==> config.mk <==
export PLATFORM = sky130hd
export DESIGN_NAME = pic_top
export DESIGN_NICKNAME = d
export VERILOG_FILES = /design/src/pic_pkg.sv /design/src/pic_top.sv
export SDC_FILE = /design/constraint.sdc
export NUM_CORES = 1
export LEC_CHECK = 0
export BUFFER_PORTS_ARGS = -buffer_cell sky130_fd_sc_hd__buf_2
export CAP_MARGIN = 20
export CORE_ASPECT_RATIO = 0.8
export CORE_MARGIN = 8
export CORE_UTILIZATION = 30
export DETAILED_ROUTE_END_ITERATION = 10
export PLACE_DENSITY = 0.56
export SYNTH_ARGS = -nofsm -noshare
export SYNTH_HDL_FRONTEND = slang
export SYNTH_SLANG_ARGS = --single-unit
==> constraint.sdc <==
create_clock -name CLOCK -period 38.7 [get_ports CLOCK]
set_clock_uncertainty 0.05 [all_clocks]
set_input_delay 0 -clock CLOCK [delete_from_list [all_inputs] [get_ports CLOCK]]
set_output_delay 0 -clock CLOCK [all_outputs]
set_load 0.01 [all_outputs]
==> src/pic_pkg.sv <==
// Purpose: Constants and types for the prioritised interrupt controller.
// Assumes: APB slave, 32-bit data, one aligned word per register.
// Notes:   Offsets are byte addresses within the controller window.
package pic_pkg;
    // ========================================================
    // Register offsets
    localparam logic [11:0] OFS_N_MSTAT  = 12'h000;
    localparam logic [11:0] OFS_N_RAW    = 12'h004;
    localparam logic [11:0] OFS_N_ENSET  = 12'h008;
    localparam logic [11:0] OFS_N_ENCLR  = 12'h00c;
    localparam logic [11:0] OFS_SWREQ    = 12'h010;
    localparam logic [11:0] OFS_P_MSTAT  = 12'h020;
    localparam logic [11:0] OFS_P_RAW    = 12'h024;
    localparam logic [11:0] OFS_P_ENSET  = 12'h028;
    localparam logic [11:0] OFS_P_ENCLR  = 12'h02c;
    localparam logic [11:0] OFS_PRIO0    = 12'h040;
    localparam logic [11:0] OFS_PRIO3    = 12'h04c;
    localparam logic [11:0] OFS_WIN      = 12'h050;
    localparam logic [11:0] OFS_THR      = 12'h054;
    localparam logic [11:0] OFS_N_MODE   = 12'h080;
    localparam logic [11:0] OFS_N_POL    = 12'h084;
    localparam logic [11:0] OFS_N_TRCLR  = 12'h088;
    localparam logic [11:0] OFS_P_MODE   = 12'h0a0;
    localparam logic [11:0] OFS_P_POL    = 12'h0a4;
    localparam logic [11:0] OFS_P_TRCLR  = 12'h0a8;
    localparam logic [11:0] OFS_F_MSTAT  = 12'h100;
    localparam logic [11:0] OFS_F_RAW    = 12'h104;
    localparam logic [11:0] OFS_F_ENSET  = 12'h108;
    localparam logic [11:0] OFS_F_ENCLR  = 12'h10c;
    localparam logic [11:0] OFS_F_MODE   = 12'h180;
    localparam logic [11:0] OFS_F_POL    = 12'h184;
    localparam logic [11:0] OFS_F_TRCLR  = 12'h188;
    // ========================================================
    // Window and field layout
    localparam logic [31:0] BASE_ADDR    = 32'hffff_f000;
    localparam logic [19:0] BASE_HI      = 20'hfffff;
    localparam int          SW_BIT       = 1;
    localparam int          PIN_REP_BIT  = 20;
    localparam int          PRIO_STRIDE  = 4;
    localparam int          PRIO_PER_REG = 8;
    localparam logic [3:0]  THR_NONE     = 4'hf;
    localparam logic [7:0]  NONE_CODE    = 8'hff;
    // ========================================================
    // Reset values
    localparam logic [31:0] N_POL_RST    = 32'hffff_ffff;
    localparam logic [11:0] P_POL_RST    = 12'hfff;
    localparam logic [1:0]  F_POL_RST    = 2'h3;
    localparam logic [7:0]  THR_RST      = 8'hff;
    // ========================================================
    // Arbitration result
    typedef struct packed {
        logic [7:0] prio;
        logic [7:0] num;
    } pic_win_s;
    localparam pic_win_s WIN_NONE = '{prio: NONE_CODE, num: NONE_CODE};
endpackage

==> src/pic_top.sv <==
// Purpose: Prioritised interrupt controller with normal, pin and fast groups.
// Assumes: UNIT_REQ and WDT_FAST_REQ come from logic on CLOCK; PORT_B_PINS
//          are asynchronous pins, active low.
// Notes:   APB answers with no wait state; read data is captured in setup.
//
// Design decision made here: the APB slave port.
`timescale 1ns/1ps
module pic_top (
    // Clock and reset
    input  wire logic          CLOCK,
    input  wire logic          RESET,
    // APB slave
    input  wire logic          PSEL,
    input  wire logic          PENABLE,
    input  wire logic          PWRITE,
    input  wire logic [31:0]   PADDR,
    input  wire logic [31:0]   PWDATA,
    output logic      [31:0]   PRDATA,
    output logic               PREADY,
    output logic               PSLVERR,
    // Interrupt sources
    input  wire logic [31:0]   UNIT_REQ,
    input  wire logic          WDT_FAST_REQ,
    input  wire logic [7:0]    PORT_B_PINS,
    // Core lines, active low
    output logic               CORE_NORMAL_LINE_N,
    output logic               CORE_FAST_LINE_N
);
    import pic_pkg::*;

    // ========================================================
    // Helpers
    // Active level after polarity: 1 selects high level / rising
    function automatic logic [31:0] pol_apply(input logic [31:0] s,
                                              input logic [31:0] p);
        pol_apply = ~(s ^ p);
    endfunction

    // Edge latch: a new edge wins over a clear in the same cycle
    function automatic logic [31:0] edge_next(input logic [31:0] lat,
                                              input logic [31:0] act,
                                              input logic [31:0] prv,
                                              input logic [31:0] clr);
        edge_next = (lat & ~clr) | (act & ~prv);
    endfunction

    // ========================================================
    // Register state
    logic [31:0] en_n_q, mode_n_q, pol_n_q, lat_n_q, prv_n_q;
    logic [7:0]  en_p_q, mode_p_q, lat_p_q, prv_p_q;
    logic [11:0] pol_p_q;
    logic [1:0]  en_f_q, mode_f_q, pol_f_q, lat_f_q, prv_f_q;
    logic        sw_q;
    logic [1:0]  prio_q [32];
    logic [7:0]  thr_q;
    pic_win_s    win_q, win_d;
    logic [7:0]  pin_s1_q, pin_s2_q;
    logic [31:0] rdata_q;
    logic        err_q;
    logic        nline_q, fline_q;

    // ========================================================
    // APB decode
    logic        in_win, wr, setup;
    logic [11:0] ofs;
    assign in_win = (PADDR[31:12] == BASE_HI);
    assign ofs    = PADDR[11:0];
    assign setup  = PSEL & ~PENABLE;
    assign wr     = PSEL & PENABLE & PWRITE & in_win;
    assign PREADY = 1'b1;

    // ========================================================
    // Pin synchroniser; pins are active low, so invert after sync
    // Reset to the idle high level: a zero here would look like a
    // pin edge right after reset and show the pins active in the raw status.
    always_ff @(posedge CLOCK or posedge RESET) begin
        if (RESET) begin
            pin_s1_q <= '1;
            pin_s2_q <= '1;
        end else begin
            pin_s1_q <= PORT_B_PINS;
            pin_s2_q <= pin_s1_q;
        end
    end

    // ========================================================
    // Source conditioning
    logic [31:0] src_n, act_n, raw_n, msk_n, act_p, raw_p, act_f, raw_f;
    logic [7:0]  msk_p;
    logic [1:0]  msk_f;
    logic [7:0]  pin_hi;
    assign pin_hi = ~pin_s2_q;
    // Pin group conditioned separately
    assign act_p = pol_apply({24'h0, pin_hi}, {20'h0, pol_p_q});
    assign raw_p = {24'h0, mode_p_q & lat_p_q[7:0] | ~mode_p_q & act_p[7:0]};
    assign msk_p = raw_p[7:0] & en_p_q;
    // Normal sources: software bit and pin-group representative replace units
    always_comb begin
        src_n              = UNIT_REQ;
        src_n[SW_BIT]      = sw_q;
        src_n[PIN_REP_BIT] = |msk_p;
    end
    assign act_n = pol_apply(src_n, pol_n_q);
    assign raw_n = (mode_n_q & lat_n_q) | (~mode_n_q & act_n);
    assign msk_n = raw_n & en_n_q;
    // Fast group: watchdog and port B pin 0
    assign act_f = pol_apply({30'h0, pin_hi[0], WDT_FAST_REQ}, {30'h0, pol_f_q});
    assign raw_f = {30'h0, (mode_f_q & lat_f_q) | (~mode_f_q & act_f[1:0])};
    assign msk_f = raw_f[1:0] & en_f_q;

    // ========================================================
    // Edge detectors and latches, one per group
    // Latches arm only in edge mode, so activity seen while an input
    // was in level mode never shows up later as a stale edge.
    logic [31:0] lat_n_d, lat_p_d, lat_f_d;
    assign lat_n_d = edge_next(lat_n_q, act_n & mode_n_q, prv_n_q,
                               (wr && ofs == OFS_N_TRCLR) ? PWDATA : 32'h0);
    assign lat_p_d = edge_next({24'h0, lat_p_q}, act_p & {24'h0, mode_p_q}, {24'h0, prv_p_q},
                               (wr && ofs == OFS_P_TRCLR) ? PWDATA : 32'h0);
    assign lat_f_d = edge_next({30'h0, lat_f_q}, act_f & {30'h0, mode_f_q}, {30'h0, prv_f_q},
                               (wr && ofs == OFS_F_TRCLR) ? PWDATA : 32'h0);
    always_ff @(posedge CLOCK or posedge RESET) begin
        if (RESET) begin
            lat_n_q <= '0;
            prv_n_q <= '0;
            lat_p_q <= '0;
            prv_p_q <= '0;
            lat_f_q <= '0;
            prv_f_q <= '0;
        end else begin
            lat_n_q <= lat_n_d;
            prv_n_q <= act_n;
            lat_p_q <= lat_p_d[7:0];
            prv_p_q <= act_p[7:0];
            lat_f_q <= lat_f_d[1:0];
            prv_f_q <= act_f[1:0];
        end
    end

    // ========================================================
    // Enables: separate set and clear addresses, so no conflict
    always_ff @(posedge CLOCK or posedge RESET) begin
        if (RESET) begin
            en_n_q <= '0;
            en_p_q <= '0;
            en_f_q <= '0;
        end else if (wr) begin
            case (ofs)
                OFS_N_ENSET: en_n_q <= en_n_q | PWDATA;
                OFS_N_ENCLR: en_n_q <= en_n_q & ~PWDATA;
                OFS_P_ENSET: en_p_q <= en_p_q | PWDATA[7:0];
                OFS_P_ENCLR: en_p_q <= en_p_q & ~PWDATA[7:0];
                OFS_F_ENSET: en_f_q <= en_f_q | PWDATA[1:0];
                OFS_F_ENCLR: en_f_q <= en_f_q & ~PWDATA[1:0];
                default: ;
            endcase
        end
    end

    // ========================================================
    // Mode, polarity, software request and threshold
    always_ff @(posedge CLOCK or posedge RESET) begin
        if (RESET) begin
            mode_n_q <= '0;
            pol_n_q  <= N_POL_RST;
            mode_p_q <= '0;
            pol_p_q  <= P_POL_RST;
            mode_f_q <= '0;
            pol_f_q  <= F_POL_RST;
            sw_q     <= 1'b0;
            thr_q    <= THR_RST;
        end else if (wr) begin
            case (ofs)
                OFS_N_MODE: mode_n_q <= PWDATA;
                OFS_N_POL:  pol_n_q  <= PWDATA;
                OFS_P_MODE: mode_p_q <= PWDATA[7:0];
                OFS_P_POL:  pol_p_q  <= PWDATA[11:0];
                OFS_F_MODE: mode_f_q <= PWDATA[1:0];
                OFS_F_POL:  pol_f_q  <= PWDATA[1:0];
                OFS_SWREQ:  sw_q     <= PWDATA[SW_BIT];
                OFS_THR:    thr_q    <= PWDATA[7:0];
                default: ;
            endcase
        end
    end

    // ========================================================
    // Priority fields, two bits every fourth bit position
    always_ff @(posedge CLOCK or posedge RESET) begin
        if (RESET) begin
            for (int i = 0; i < 32; i++) begin
                prio_q[i] <= '0;
            end
        end else if (wr && ofs >= OFS_PRIO0 && ofs <= OFS_PRIO3 && ofs[1:0] == 2'h0) begin
            for (int k = 0; k < PRIO_PER_REG; k++) begin
                prio_q[ofs[3:2] * PRIO_PER_REG + k] <= PWDATA[k * PRIO_STRIDE +: 2];
            end
        end
    end

    // ========================================================
    // Arbitration: scan downward so equal priority keeps the lower number
    logic [31:0] elig;
    always_comb begin
        win_d = WIN_NONE;
        for (int i = 31; i >= 0; i--) begin
            if (msk_n[i] && (win_d.prio == NONE_CODE || {6'h0, prio_q[i]} >= win_d.prio)) begin
                win_d.prio = {6'h0, prio_q[i]};
                win_d.num  = 8'(i);
            end
        end
        for (int i = 0; i < 32; i++) begin
            elig[i] = msk_n[i] && (thr_q[3:0] == THR_NONE || {2'h0, prio_q[i]} > thr_q[3:0]);
        end
    end

    // Winner and core lines registered to keep outputs glitch free
    always_ff @(posedge CLOCK or posedge RESET) begin
        if (RESET) begin
            win_q   <= WIN_NONE;
            nline_q <= 1'b0;
            fline_q <= 1'b0;
        end else begin
            win_q   <= win_d;
            nline_q <= |elig;
            fline_q <= |msk_f;
        end
    end
    assign CORE_NORMAL_LINE_N = ~nline_q;
    assign CORE_FAST_LINE_N   = ~fline_q;

    // ========================================================
    // Read mux; captured in setup so PRDATA comes from a flip-flop
    logic [31:0] rd_d;
    logic        hit_d;
    always_comb begin
        rd_d  = '0;
        hit_d = 1'b1;
        case (ofs)
            OFS_N_MSTAT: rd_d = msk_n;
            OFS_N_RAW:   rd_d = raw_n;
            OFS_N_ENSET: rd_d = en_n_q;
            OFS_P_MSTAT: rd_d = {24'h0, msk_p};
            OFS_P_RAW:   rd_d = raw_p;
            OFS_P_ENSET: rd_d = {24'h0, en_p_q};
            OFS_WIN:     rd_d = {16'h0, win_q};
            OFS_THR:     rd_d = {24'h0, thr_q};
            OFS_N_MODE:  rd_d = mode_n_q;
            OFS_N_POL:   rd_d = pol_n_q;
            OFS_P_MODE:  rd_d = {24'h0, mode_p_q};
            OFS_P_POL:   rd_d = {20'h0, pol_p_q};
            OFS_F_MSTAT: rd_d = {30'h0, msk_f};
            OFS_F_RAW:   rd_d = raw_f;
            OFS_F_ENSET: rd_d = {30'h0, en_f_q};
            OFS_F_MODE:  rd_d = {30'h0, mode_f_q};
            OFS_F_POL:   rd_d = {30'h0, pol_f_q};
            // Write-only registers read as zero
            OFS_N_ENCLR, OFS_SWREQ, OFS_P_ENCLR, OFS_N_TRCLR,
            OFS_P_TRCLR, OFS_F_ENCLR, OFS_F_TRCLR: rd_d = '0;
            default: begin
                hit_d = 1'b0;
                if (ofs >= OFS_PRIO0 && ofs <= OFS_PRIO3 && ofs[1:0] == 2'h0) begin
                    hit_d = 1'b1;
                    for (int k = 0; k < PRIO_PER_REG; k++) begin
                        rd_d[k * PRIO_STRIDE +: 2] = prio_q[ofs[3:2] * PRIO_PER_REG + k];
                    end
                end
            end
        endcase
        if (!in_win) begin
            rd_d  = '0;
            hit_d = 1'b0;
        end
    end

    always_ff @(posedge CLOCK or posedge RESET) begin
        if (RESET) begin
            rdata_q <= '0;
            err_q   <= 1'b0;
        end else if (setup) begin
            rdata_q <= PWRITE ? 32'h0 : rd_d;
            err_q   <= ~hit_d;
        end
    end
    assign PRDATA  = rdata_q;
    // Unmapped access answers with an error in the access phase
    assign PSLVERR = PSEL & PENABLE & err_q;
endmodule // pic_top

==> flow_metrics.py <==
metrics = {
    "clock_tree": {
        "htreeDepth": 2,
        "root_buffer": "clkbuf_16",
        "insertion_delay_ns": 0.58,
        "path_clk_slew_ns": 0.06,
        "cts_sinks": 346,
        "clockBufferDepth": 3,
        "cts_made_buffers": 37,
        "cts_tree": "yes",
    },
    "finish": {
        "syn2layout_area_growth_pct": 27.7,
        "layoutNonFillerInstCount": 3513,
        "fill_cells": 6941,
        "drive_above_1_share": 0.310,
        "nets": 2785,
        "insertedDiodeCount": 0,
    },
    "synth": {
        "synth_top_area_share": 0.318,
        "synth_area_leaders": "dfrtp_1 (32%), dfstp_2 (9.7%), ha_1 (7.4%)",
        "synth_area_sq_um": 21100,
        "yosysTopAreaCell": "dfrtp_1",
        "synth.most_common_cell": "dfrtp_1",
        "synth-seq-area-share": 0.415,
        "synthFlopType": "dfrtp_1",
        "synthArstFlopShare": 1.00,
        "synth-edff-count": 0,
        "synth_commonest_cells": "dfrtp_1 (268), nand2_1 (223), a21oi_1 (209)",
        "netlist_instances": 2169,
        "ys_ff_latch": 346,
        "synth_area_per_cell_sq_um": 9.72,
        "yosys_warnings": 0,
        "synthDistinctLibCells": 90,
        "syn_nets": 2404,
    },
    "placement": {
        "place_inst": 3336,
        "place.gp.congestion": 0.989,
        "pre_cts_ws_ns": 0.436,
        "port-buffer-count": 142,
        "place_hpwl_microns": 60800,
    },
    "pwr": {
        "ir_drop_uv": 27.2,
        "p_total_uw": 770,
        "leakage_nw": 12.4,
        "power_density_nw_per_um2": 28.6,
    },
    "timing": {
        "finalHoldViolations": 0,
        "setup_viol": 0,
        "slew_headroom": 0.192,
        "worst_slew_pin_slew_ns": 1.19,
        "clock.fmax_mhz": 26.9,
        "fin_ws_ns": 1.53,
        "maxSlewViolCount": 0,
        "post-route-period-util": 0.960,
        "min_period_ns": 37.17,
        "finalSetupTns_ns": 0,
        "hold-worst-slack_ns": 0.0212,
    },
    "floorplanning": {
        "coreArea_sq_um": 70000,
        "start_util": 0.301,
        "io_pins": 146,
        "die_w_microns": 312,
        "die_area_sq_um": 79100,
        "row_count": 87,
        "die_h_microns": 253,
    },
    "critical_path": {
        "arrival_ns": 37.60,
        "reg2reg_to": "win_q[3]",
        "crit_path_end_kind": "flip-flop",
        "cp.required_ns": 39.13,
        "cp_slowest_stage_delay_ns": 0.55,
        "r2r_setup_slack_ns": 1.53,
        "critPathSlowestCell": "dfstp_2",
        "critPathKind": "reg2reg",
        "cp_max_fo": 6,
        "cp-endpoint": "win_q[3]",
        "path_common_cell": "ha_1",
        "crit_family": "compound AO/OA/AOI/OAI gates",
        "critPathLaunchType": "flip-flop",
        "cp.depth": 216,
        "r2r_start": "pol_n_q[31]",
        "critPathLaunch": "pol_n_q[31]",
        "r2r_cells": 216,
        "cp_num_buf_inv": 18,
    },
    "detailed_routing": {
        "first_pass_iters": 6,
        "vias_per_cell": 5.61,
        "drc": 0,
        "wire_per_inst_microns": 23.9,
        "drt_iter0_drc": 1521,
        "num_vias": 19700,
        "finalWirelength_microns": 83900,
        "drtAntennaViolNets": 0,
    },
    "global_routing": {
        "grt_pass1_vias": 19500,
        "antenna_found_initial": 0,
        "grt_pass1_wl_microns": 124000,
        "grt_max_degree": 134,
        "gr-total-overflow": 0,
        "grt.total_usage": 0.203,
    },
    "status": {
        "status": "completed",
    },
    "run": {
        "max_cap_viol_count": 0,
    },
    "min_path": {
        "min_path_type": "in2reg",
    },
}
## layout by cell type, fill, tap and decap left out, drive strengths merged, types with 19 or more instances in the layout
cell	n
dfstp	78
o21ai	169
nand2b	58
nand4	19
dlygate4sd3	80
nor2b	46
o21a	22
nand2	223
buf	360
xor2	19
a22oi	22
a221oi	22
clkbuf	54
mux2	138
dfrtp	268
xnor2	23
a31oi	55
a21oi	210
ha	125
inv	106
nor2	80
a21o	24
a32o	42
nand3	35
## worst min-delay path: stages
cell and delay, ns:
buf_2 0.12, nor3_2 0.05, buf_4 0.20, a22o_1 0.20
## metrics by stage
| stage | util | cell area (sq um) |
|---|---|---|
| CTS | 0.373 | 26100 |
| detailed placement | 0.344 | 24100 |
| global placement | 0.344 | 24100 |
| floorplan | - | 21100 |
| global route | 0.384 | 26900 |
| finish | 0.384 | 26900 |
## worst min-delay path by stage
stage                   startpoint     endpoint  slack [ns]  cells after the start
floorplan           PORT_B_PINS[0]  pin_s1_q[0]       -0.05                      0
global placement    PORT_B_PINS[6]  pin_s1_q[6]        0.05                      1
detailed placement  PORT_B_PINS[5]  pin_s1_q[5]        0.06                      1
CTS                 PORT_B_PINS[6]  pin_s1_q[6]       0.004                      2
global route        PORT_B_PINS[7]  pin_s1_q[7]        0.03                      2
finish                      PWRITE    PRDATA[0]        0.02                      4
## cell families after synthesis
| family | count (synthesis) | synth area share |
|---|---|---|
| adder cells (fa/ha/maj) | 125 | 0.0742 |
| flip-flops | 346 | 0.415 |
| AO/OA/AOI/OAI | 718 | 0.224 |
| other | 1 | 0.000178 |
| XOR/XNOR | 42 | 0.0174 |
| AND/OR/NAND/NOR | 563 | 0.133 |
| multiplexers | 170 | 0.0986 |
| buffers and inverters | 204 | 0.0366 |
## cell type report
class	count	area, sq um	share of cell area
clock buffer	54	1100	0.0410
sequential	346	8760	0.325
tap	934	1170	0.0434
timing repair buffer	440	3170	0.118
inverter	106	405	0.0151
multi-input combinational	1619	12200	0.453
clock inverter	14	113	0.00418
## power breakdown
| group | switching, mW | total, mW | internal (mW) |
|---|---|---|---|
| clock | 0.159 | 0.365 | 0.206 |
| combinational | 0.0251 | 0.0389 | 0.0138 |
| sequential | 0.00106 | 0.367 | 0.366 |
| total | 0.185 | 0.770 | 0.585 |
## routing by layer
| layer | track usage | vias up | routed length, microns |
|---|---|---|---|
| li1 | - | 8863 | - |
| met1 | 0.290 | 9920 | 38400 |
| met2 | 0.314 | 801 | 36700 |
| met3 | 0.0377 | 123 | 6700 |
| met4 | 0.0547 | 0 | 2150 |
| met5 | 0 | - | 0 |
## timing repair
action | CTS | global route
setup buffers | 0 | 28
resized for setup | 0 | 132
hold buffers | 80 | 0
endpoints found under the hold margin | 367 | 0
setup endpoints to repair | 0 | 7
Note: power is estimated with default switching activity, not from simulation.
